**src/logic/e1c_reg_map.svh**
```systemverilog
// Register map, field positions and codes of the E1 receive CAS/spare block
`ifndef E1C_REG_MAP_SVH
`define E1C_REG_MAP_SVH

// ==========================================================
// Byte offsets
`define E1C_OFS_CAS0 16'h0100
`define E1C_OFS_CAS1 16'h0104
`define E1C_OFS_CAS2 16'h0108
`define E1C_OFS_CTRL 16'h010C
`define E1C_OFS_CAS3 16'h0110
`define E1C_OFS_NAT 16'h0114
`define E1C_OFS_INT_STAT 16'h0118
`define E1C_OFS_INT_MASK 16'h011C

// ==========================================================
// Reset values and codes
`define E1C_SEL_RESET 3'h0
`define E1C_SEL_CAS_A 3'h1
`define E1C_SEL_CAS_B 3'h3
`define E1C_MASK_RESET 2'h0
`define E1C_RESP_OKAY 2'h0
`define E1C_RESP_DECERR 2'h3

// ==========================================================
// Field positions
`define E1C_CTRL_SEL 2:0
`define E1C_INT_CAS 0
`define E1C_INT_NAT 1
`define E1C_NAT_INTL_BIT_ALIGN_FRAME 7
`define E1C_NAT_SI_NF 6
`define E1C_NAT_RAI 5
`define E1C_NAT_SPARE 4:0
`define E1C_OCT_SI 7
`define E1C_OCT_RAI 5
`define E1C_OCT_SPARE 4:0
`define E1C_TS_ALIGN 0

`endif

```
**src/logic/e1c_pkg.sv**
```systemverilog
// Types shared by the E1 receive CAS/spare block
package e1c_pkg;

    // One received CAS nibble for one timeslot
    typedef struct packed {
        logic valid;
        logic [4:0] ts;
        logic [3:0] abcd;
    } e1c_sig_s;

    // Timeslot 0 octet of one received frame
    typedef struct packed {
        logic valid;
        logic fas;
        logic [7:0] octet;
    } e1c_ts0_s;

    typedef logic [7:0] e1c_byte_t;

endpackage

```
**src/logic/e1c_cas_track.sv**
```systemverilog
// Per-timeslot CAS change detection and sticky change flags
`timescale 1ns/10ps
`include "e1c_reg_map.svh"
module e1c_cas_track #(
    parameter int NTS = 32,
    parameter int SIGW = 4
) (
    input wire logic clk,
    input wire logic rst,
    input wire e1c_pkg::e1c_sig_s sig,
    input wire logic cas_en,
    input wire logic [NTS-1:0] clr,
    output logic [NTS-1:0] flags,
    output logic change
);
    import e1c_pkg::*;

    logic [SIGW-1:0] prev_mem [NTS];
    logic [NTS-1:0] seen;
    logic [NTS-1:0] set_vec;

    // ==========================================================
    // Last nibble per timeslot; data only, so no reset needed
    always_ff @(posedge clk) begin
        if (sig.valid) begin
            prev_mem[sig.ts] <= sig.abcd[SIGW-1:0];
        end
    end

    // ==========================================================
    // Flags
    genvar i;
    generate
        for (i = 0; i < NTS; i++) begin : g_ts
            // First nibble after reset has nothing to compare with
            always_ff @(posedge clk) begin
                if (rst) begin
                    seen[i] <= 1'b0;
                end else if (sig.valid && sig.ts == 5'(i)) begin
                    seen[i] <= 1'b1;
                end
            end

            assign set_vec[i] = cas_en && (i != `E1C_TS_ALIGN)
                && sig.valid && sig.ts == 5'(i) && seen[i]
                && prev_mem[i] != sig.abcd[SIGW-1:0];

            always_ff @(posedge clk) begin
                if (rst || !cas_en) begin
                    flags[i] <= 1'b0;
                end else begin
                    // Set wins over the read clear
                    flags[i] <= (flags[i] & ~clr[i]) | set_vec[i];
                end
            end
        end
    endgenerate

    assign change = |set_vec;

endmodule // e1c_cas_track

```
**src/logic/e1c_nat_capture.sv**
```systemverilog
// Capture of international, remote alarm and national spare bits
`timescale 1ns/10ps
`include "e1c_reg_map.svh"
module e1c_nat_capture (
    input wire logic clk,
    input wire logic rst,
    input wire e1c_pkg::e1c_ts0_s ts0,
    output e1c_pkg::e1c_byte_t nat,
    output logic updated
);
    import e1c_pkg::*;

    // ==========================================================
    // Captured bits hold no reset value: they are unknown until the
    // first frame of each kind arrives
    always_ff @(posedge clk) begin
        if (ts0.valid && ts0.fas) begin
            nat[`E1C_NAT_INTL_BIT_ALIGN_FRAME] <= ts0.octet[`E1C_OCT_SI];
        end
        if (ts0.valid && !ts0.fas) begin
            nat[`E1C_NAT_SI_NF] <= ts0.octet[`E1C_OCT_SI];
            nat[`E1C_NAT_RAI] <= ts0.octet[`E1C_OCT_RAI];
            nat[`E1C_NAT_SPARE] <= ts0.octet[`E1C_OCT_SPARE];
        end
    end

    always_ff @(posedge clk) begin
        if (rst) begin
            updated <= 1'b0;
        end else begin
            updated <= ts0.valid;
        end
    end

endmodule // e1c_nat_capture

```
**src/logic/e1c_top.sv**
```systemverilog
// E1 receive CAS change flags and spare bits behind an AXI4-Lite slave
//
// The AXI4-Lite register port was left to the implementer.
`timescale 1ns/10ps
`include "e1c_reg_map.svh"
module e1c_top #(
    parameter int AW = 16,
    parameter int NTS = 32
) (
    input wire logic CLK,
    input wire logic RST,
    input wire logic [AW-1:0] S_AXI_AWADDR,
    input wire logic S_AXI_AWVALID,
    output logic S_AXI_AWREADY,
    input wire logic [31:0] S_AXI_WDATA,
    input wire logic [3:0] S_AXI_WSTRB,
    input wire logic S_AXI_WVALID,
    output logic S_AXI_WREADY,
    output logic [1:0] S_AXI_BRESP,
    output logic S_AXI_BVALID,
    input wire logic S_AXI_BREADY,
    input wire logic [AW-1:0] S_AXI_ARADDR,
    input wire logic S_AXI_ARVALID,
    output logic S_AXI_ARREADY,
    output logic [31:0] S_AXI_RDATA,
    output logic [1:0] S_AXI_RRESP,
    output logic S_AXI_RVALID,
    input wire logic S_AXI_RREADY,
    input wire e1c_pkg::e1c_sig_s RX_SIG,
    input wire e1c_pkg::e1c_ts0_s RX_TS0,
    output logic IRQ
);
    import e1c_pkg::*;

    localparam int NREG = NTS / 8;

    // ==========================================================
    // Declarations
    logic aw_full;
    logic w_full;
    logic [AW-1:0] aw_addr;
    logic [31:0] w_data;
    logic [3:0] w_strb;
    logic wr_go;
    logic rd_go;
    logic [2:0] rx_signaling_link_select;
    logic [1:0] int_mask;
    logic [1:0] int_stat;
    logic [1:0] int_event;
    logic int_clr;
    logic cas_en;
    logic cas_change;
    logic nat_updated;
    e1c_byte_t nat;
    logic [NTS-1:0] flags;
    logic [NTS-1:0] flag_clr;
    logic [NREG-1:0] rd_clr;
    e1c_byte_t cas_reg [NREG];
    logic [31:0] next_rdata;
    logic [1:0] next_rresp;

    // ==========================================================
    // Change tracking and spare bit capture
    e1c_cas_track #(
        .NTS(NTS),
        .SIGW(4)
    ) u_track (
        .clk(CLK),
        .rst(RST),
        .sig(RX_SIG),
        .cas_en(cas_en),
        .clr(flag_clr),
        .flags(flags),
        .change(cas_change)
    );

    e1c_nat_capture u_nat (
        .clk(CLK),
        .rst(RST),
        .ts0(RX_TS0),
        .nat(nat),
        .updated(nat_updated)
    );

    assign cas_en = rx_signaling_link_select == `E1C_SEL_CAS_A
        || rx_signaling_link_select == `E1C_SEL_CAS_B;

    // ==========================================================
    // Timeslot to register bit mapping: lowest timeslot on bit 7
    genvar r;
    genvar b;
    generate
        for (r = 0; r < NREG; r++) begin : g_reg
            for (b = 0; b < 8; b++) begin : g_bit
                assign cas_reg[r][b] = flags[r * 8 + 7 - b];
                assign flag_clr[r * 8 + 7 - b] = rd_clr[r];
            end
        end
    endgenerate

    // ==========================================================
    // Write channel: address and data taken in either order
    assign S_AXI_AWREADY = !aw_full;
    assign S_AXI_WREADY = !w_full;
    assign wr_go = aw_full && w_full && !S_AXI_BVALID;

    always_ff @(posedge CLK) begin
        if (RST) begin
            aw_full <= 1'b0;
            aw_addr <= '0;
        end else if (S_AXI_AWVALID && !aw_full) begin
            aw_full <= 1'b1;
            aw_addr <= S_AXI_AWADDR;
        end else if (wr_go) begin
            aw_full <= 1'b0;
        end
    end

    always_ff @(posedge CLK) begin
        if (RST) begin
            w_full <= 1'b0;
            w_data <= '0;
            w_strb <= '0;
        end else if (S_AXI_WVALID && !w_full) begin
            w_full <= 1'b1;
            w_data <= S_AXI_WDATA;
            w_strb <= S_AXI_WSTRB;
        end else if (wr_go) begin
            w_full <= 1'b0;
        end
    end

    // Writes to read-only words are accepted and dropped
    always_ff @(posedge CLK) begin
        if (RST) begin
            S_AXI_BVALID <= 1'b0;
            S_AXI_BRESP <= `E1C_RESP_OKAY;
        end else if (wr_go) begin
            S_AXI_BVALID <= 1'b1;
            case (aw_addr)
                `E1C_OFS_CAS0, `E1C_OFS_CAS1, `E1C_OFS_CAS2,
                `E1C_OFS_CAS3, `E1C_OFS_CTRL, `E1C_OFS_NAT,
                `E1C_OFS_INT_STAT, `E1C_OFS_INT_MASK: begin
                    S_AXI_BRESP <= `E1C_RESP_OKAY;
                end
                default: begin
                    S_AXI_BRESP <= `E1C_RESP_DECERR;
                end
            endcase
        end else if (S_AXI_BREADY) begin
            S_AXI_BVALID <= 1'b0;
        end
    end

    // ==========================================================
    // Control and mask registers
    always_ff @(posedge CLK) begin
        if (RST) begin
            rx_signaling_link_select <= `E1C_SEL_RESET;
        end else if (wr_go && aw_addr == `E1C_OFS_CTRL && w_strb[0]) begin
            rx_signaling_link_select <= w_data[`E1C_CTRL_SEL];
        end
    end

    always_ff @(posedge CLK) begin
        if (RST) begin
            int_mask <= `E1C_MASK_RESET;
        end else if (wr_go && aw_addr == `E1C_OFS_INT_MASK
                     && w_strb[0]) begin
            int_mask <= w_data[1:0];
        end
    end

    // ==========================================================
    // Read channel: one outstanding read, answer one edge later
    assign S_AXI_ARREADY = !S_AXI_RVALID;
    assign rd_go = S_AXI_ARVALID && !S_AXI_RVALID;

    // The fourth change word skips over the control word
    always_comb begin
        rd_clr = '0;
        if (rd_go) begin
            rd_clr[0] = S_AXI_ARADDR == `E1C_OFS_CAS0;
            rd_clr[1] = S_AXI_ARADDR == `E1C_OFS_CAS1;
            rd_clr[2] = S_AXI_ARADDR == `E1C_OFS_CAS2;
            rd_clr[3] = S_AXI_ARADDR == `E1C_OFS_CAS3;
        end
    end

    always_comb begin
        next_rdata = '0;
        next_rresp = `E1C_RESP_OKAY;
        case (S_AXI_ARADDR)
            `E1C_OFS_CAS0: next_rdata[7:0] = cas_reg[0];
            `E1C_OFS_CAS1: next_rdata[7:0] = cas_reg[1];
            `E1C_OFS_CAS2: next_rdata[7:0] = cas_reg[2];
            `E1C_OFS_CAS3: next_rdata[7:0] = cas_reg[3];
            `E1C_OFS_CTRL: begin
                next_rdata[`E1C_CTRL_SEL] = rx_signaling_link_select;
            end
            `E1C_OFS_NAT: next_rdata[7:0] = nat;
            `E1C_OFS_INT_STAT: next_rdata[1:0] = int_stat;
            `E1C_OFS_INT_MASK: next_rdata[1:0] = int_mask;
            default: next_rresp = `E1C_RESP_DECERR;
        endcase
    end

    always_ff @(posedge CLK) begin
        if (RST) begin
            S_AXI_RVALID <= 1'b0;
            S_AXI_RDATA <= '0;
            S_AXI_RRESP <= `E1C_RESP_OKAY;
        end else if (rd_go) begin
            S_AXI_RVALID <= 1'b1;
            S_AXI_RDATA <= next_rdata;
            S_AXI_RRESP <= next_rresp;
        end else if (S_AXI_RREADY) begin
            S_AXI_RVALID <= 1'b0;
        end
    end

    // ==========================================================
    // Interrupt status: cleared by its read, a new event wins
    assign int_event[`E1C_INT_CAS] = cas_change;
    assign int_event[`E1C_INT_NAT] = nat_updated;
    assign int_clr = rd_go && S_AXI_ARADDR == `E1C_OFS_INT_STAT;

    always_ff @(posedge CLK) begin
        if (RST) begin
            int_stat <= '0;
        end else if (int_clr) begin
            int_stat <= int_event;
        end else begin
            int_stat <= int_stat | int_event;
        end
    end

    assign IRQ = |(int_stat & int_mask);

endmodule // e1c_top

```
**config.mk**
```make
export PLATFORM = sky130hd
export DESIGN_NAME = e1c_top
export DESIGN_NICKNAME = d
export VERILOG_FILES = /design/src/logic/e1c_pkg.sv /design/src/logic/e1c_cas_track.sv /design/src/logic/e1c_nat_capture.sv /design/src/logic/e1c_top.sv
export VERILOG_INCLUDE_DIRS = /design/src /design/src/logic
export SDC_FILE = /design/constraint.sdc
export NUM_CORES = 1
export LEC_CHECK = 0
export ABC_AREA = 1
export BUFFER_PORTS_ARGS = -buffer_cell sky130_fd_sc_hd__buf_2
export CORE_UTILIZATION = 35
export CTS_BUF_LIST = sky130_fd_sc_hd__clkbuf_8
export DETAILED_ROUTE_END_ITERATION = 8
export GPL_TIMING_DRIVEN = 1
export SLEW_MARGIN = 20
export SYNTH_ARGS = -nofsm -noshare
export SYNTH_HDL_FRONTEND = slang
export SYNTH_SLANG_ARGS = --single-unit
export TNS_END_PERCENT = 20
```
**constraint.sdc**
```tcl
create_clock -name CLK -period 1.9 [get_ports CLK]
set_input_delay 0.095 -clock CLK [delete_from_list [all_inputs] [get_ports CLK]]
set_output_delay 0.095 -clock CLK [all_outputs]
set_load 0.05 [all_outputs]
```
==> metrics.csv <==
metric,value,unit
final_layout_size_suffix_gt1_share,12.72,%
synth_sequential_area_ratio,54.25,%
ys_warn_count,0,
dieArea,32670,um^2
synthesis.instances,1384,
synth_simple_gate_area_share,27.16,%
dpl_worst_slack,0.1614,ns
fp-row-count,65,
wirelength,26670,um
synth_cell_type_count,35,
ys_dominant_reg_cell,sky130_fd_sc_hd__edfxtp_1,
timing_max_transition_violations_final,0,
power.clock.fraction,40.1,%
drtAntennaViolNets,0,
total_switching_power,2.697,mW
die-height,180.7,um
critical_path_peak_fanout,7,
clk-insertion-delay-late,0.53,ns
postSynthAreaPerCell,8.079,um^2
rr_startpoint,rx_signaling_link_select[0],
buffer_type_at_the_clock_tree_root,sky130_fd_sc_hd__clkbuf_8,
tritoncts,done,
internal_power,8.227,mW
final_critical_path_setup_slack,0.1828,ns
start_util,35.53,%
synth_top_family_by_area,simple AND/OR/NAND/NOR gates,
synth.top_cell.area_share,35.45,%
synth-edff-count,132,
setup_tns,0,ns
grt_remaining_overflow,0,
cts.sinks,237,
cts-root-to-sink-buffers,3,
cpLargestDelayFamily,buffers and inverters,
cap_viol_max_count,0,
ir_worst_vdd,457.3,uV
pin_count,137,
firstDrtPassIters,5,
cts.reportedPaths.clkPinSlew,0.06,ns
criticalPathCategory,reg2reg,
power.combinational.fraction,8.9,%
critical-path-max-stage-delay,0.57,ns
relative_slew_slack,57.84,%
critical_path_depth,8,
first_global_vias,8604,
route.vias.total,8947,
detail_route.drc_violations,0,
final_cell_count_no_fill,1968,
routedWlPerCell,13.55,um
synth.area.top_cells,"sky130_fd_sc_hd__edfxtp_1, sky130_fd_sc_hd__dfxtp_1, sky130_fd_sc_hd__nand2_1",
cts_htree_levels,2,
worst-r2r-cell-count,8,
outcome,"complete, no violations",
finalHoldViolations,0,
initial_antenna_violation_count,2,
worst-path-buf-inv,3,
layout.cells.most_common,sky130_fd_sc_hd__nand2_1,
synth_largest_area_cell,sky130_fd_sc_hd__edfxtp_1,
synth-seq-cells,237,
synth_compound_area_share,5.874,%
cell_mode_on_critical_path,sky130_fd_sc_hd__nand2_1,
total_power,10.92,mW
critical_path_required,2.37,ns
power_frac_seq,51.0,%
critical_path_arrival,2.19,ns
fp.dieW,180.7,um
power_per_cell_area,824.6,nW/um^2
drt-vias-per-instance,4.546,
grt_start_max_net_pins,41,
cp_slowest_cell,sky130_fd_sc_hd__dlygate4sd3_1,
crit-reg2reg-capture,S_AXI_RDATA[0],
core,31470,um^2
synthAdderAreaFrac,0,%
timing_worst_slew_pin_value,0.6300,ns
kind_of_end_point_of_the_critical_path,flop,
global_route.usage.total,16.58,%
drtIter0Drc,475,
dp_hpwl,17970,um
static_leakage,5.794,nW
cts-buffers-inserted,39,
most-common-layout-cells,"sky130_fd_sc_hd__nand2_1, sky130_fd_sc_hd__nor2_1, sky130_fd_sc_hd__inv_1",
synthMuxAreaShare,0,%
postSynth.asyncResetShare,0,%
synthXorXnorAreaFrac,3.368,%
utilization,42.10,%
wire_length_of_the_first_global_routing_pass,43410,um
finClkSkew,0.01630,ns
worstPathCellList,buf_4 > inv_1 > o21ai_0 > nor2_1 > nand2_1 > nand2_1 > a21oi_1 > dlygate4sd3_1,
cts_post_setup_buffers_inserted,0,
final_weighted_congestion_in_routability_driven_placement,0.7965,
layout_worst_path_cycle_share,90.38,%
power.switching_fraction,24.69,%
flow.area_growth_from_synthesis,18.49,%
num-nets-final,1629,
synthesis.area,11180,um^2
rsz0062_at_grt,no,
reg2reg_slack,0.18,ns
worstSetupStartpointType,flop,
place.detailed.instances,1854,
fmax_achieved,582.3,MHz
timing.final.setup_violations,0,
layout_min_cycle_time,1.717,ns
critPathLaunch,rx_signaling_link_select[0],
crit_path_end,S_AXI_RDATA[0],
place.port_buffers,79,
class_of_the_tightest_hold_or_removal_check,in2reg,
[state kept, by name, summed over array words and instances, names as in the netlist, 2 cells and up]
signal and flops:
u_track.flags 32, rx_signaling_link_select 3, S_AXI_RDATA 8, int_stat 2, aw_addr 16, int_mask 2, u_track.seen 31, u_track.prev_mem 124
w_data 3, u_nat.nat 8
[stage by stage]
stage	instance area [um^2]	hold WS, ns
after floorplan	11270	0.1939
after global placement	12050	0.2738
after detailed placement	12050	0.2760
after CTS	13240	0.002627
after global routing	13250	0.01988
final	13250	0.01329
[cell families (layout without fill, tap and decap cells)]
logic type | count (synthesis) | after routing
buffers and inverters | 227 | 385
flip-flops | 237 | 237
XOR/XNOR | 43 | 43
other | 1 | 25
AO/OA/AOI/OAI | 118 | 118
AND/OR/NAND/NOR | 758 | 758
[Yosys cell counts, types with 5 or more instances]
master,n
sky130_fd_sc_hd__xor2_1,39
sky130_fd_sc_hd__nand2_1,458
sky130_fd_sc_hd__nand3_1,26
sky130_fd_sc_hd__nor2_1,228
sky130_fd_sc_hd__nor3_1,6
sky130_fd_sc_hd__o21a_1,20
sky130_fd_sc_hd__dfxtp_1,105
sky130_fd_sc_hd__inv_1,139
sky130_fd_sc_hd__o21ai_0,44
sky130_fd_sc_hd__a21oi_1,42
sky130_fd_sc_hd__nand4_1,20
sky130_fd_sc_hd__buf_4,34
sky130_fd_sc_hd__inv_2,11
sky130_fd_sc_hd__a31oi_1,5
sky130_fd_sc_hd__clkbuf_1,15
sky130_fd_sc_hd__buf_2,20
sky130_fd_sc_hd__edfxtp_1,132
sky130_fd_sc_hd__buf_6,5
[worst min-delay path by stage]
stage               startpoint                 endpoint  cells past startpoint
floorplan            RX_TS0[0]             u_nat.nat[0]                      0
global placement     RX_TS0[1]             u_nat.nat[1]                      1
detailed placement   RX_TS0[4]             u_nat.nat[4]                      1
CTS                  RX_SIG[2]  u_track.prev_mem[22][2]                      2
global route         RX_SIG[1]  u_track.prev_mem[31][1]                      2
finish               RX_SIG[2]  u_track.prev_mem[22][2]                      2
[routing by layer]
metal / track usage (%) / vias up / wire length, um
li1: - / 4612 / -
met1: 20.13 / 4117 / 11760
met2: 29.68 / 173 / 13250
met3: 2.661 / 43 / 1061
met4: 5.607 / 2 / 580
met5: 0 / - / 14
[cell type report]
| class | instances | area (um^2) |
|---|---|---|
| flip-flops and latches | 237 | 6066 |
| clock buffers | 44 | 605.6 |
| diodes | 1 | 2.502 |
| multi-input cells | 943 | 4160 |
| inverters | 152 | 575.6 |
| clock inverters | 28 | 172.7 |
| repair buffers | 161 | 1164 |
| well taps | 402 | 503.0 |
| fillers | 3127 | 18230 |
[power groups by stage]
stage / combinational [mW] / clock (mW) / sequential [mW]
finish: 0.970 / 4.38 / 5.57
global placement: 0.897 / 0 / 5.68
floorplan: 0.620 / 0 / 5.72
detailed placement: 0.911 / 0 / 5.68
global route: 1.07 / 4.76 / 5.58
CTS: 0.978 / 4.51 / 5.57
[worst register-to-register path, stage by stage (launching register included)]
cell                            delay (ns)
sky130_fd_sc_hd__dfxtp_1              0.33
sky130_fd_sc_hd__buf_4                0.17
sky130_fd_sc_hd__inv_1                0.10
sky130_fd_sc_hd__o21ai_0              0.18
sky130_fd_sc_hd__nor2_1               0.07
sky130_fd_sc_hd__nand2_1              0.07
sky130_fd_sc_hd__nand2_1              0.05
sky130_fd_sc_hd__a21oi_1              0.13
sky130_fd_sc_hd__dlygate4sd3_1        0.57
[what timing repair did]
item                                    in CTS  in global routing
hold endpoints to repair                    46                  0
hold buffers                                41                  0
resized for setup                            0                  4
endpoints found under the setup margin       0                  1
Power figures use the tool's default switching activity.
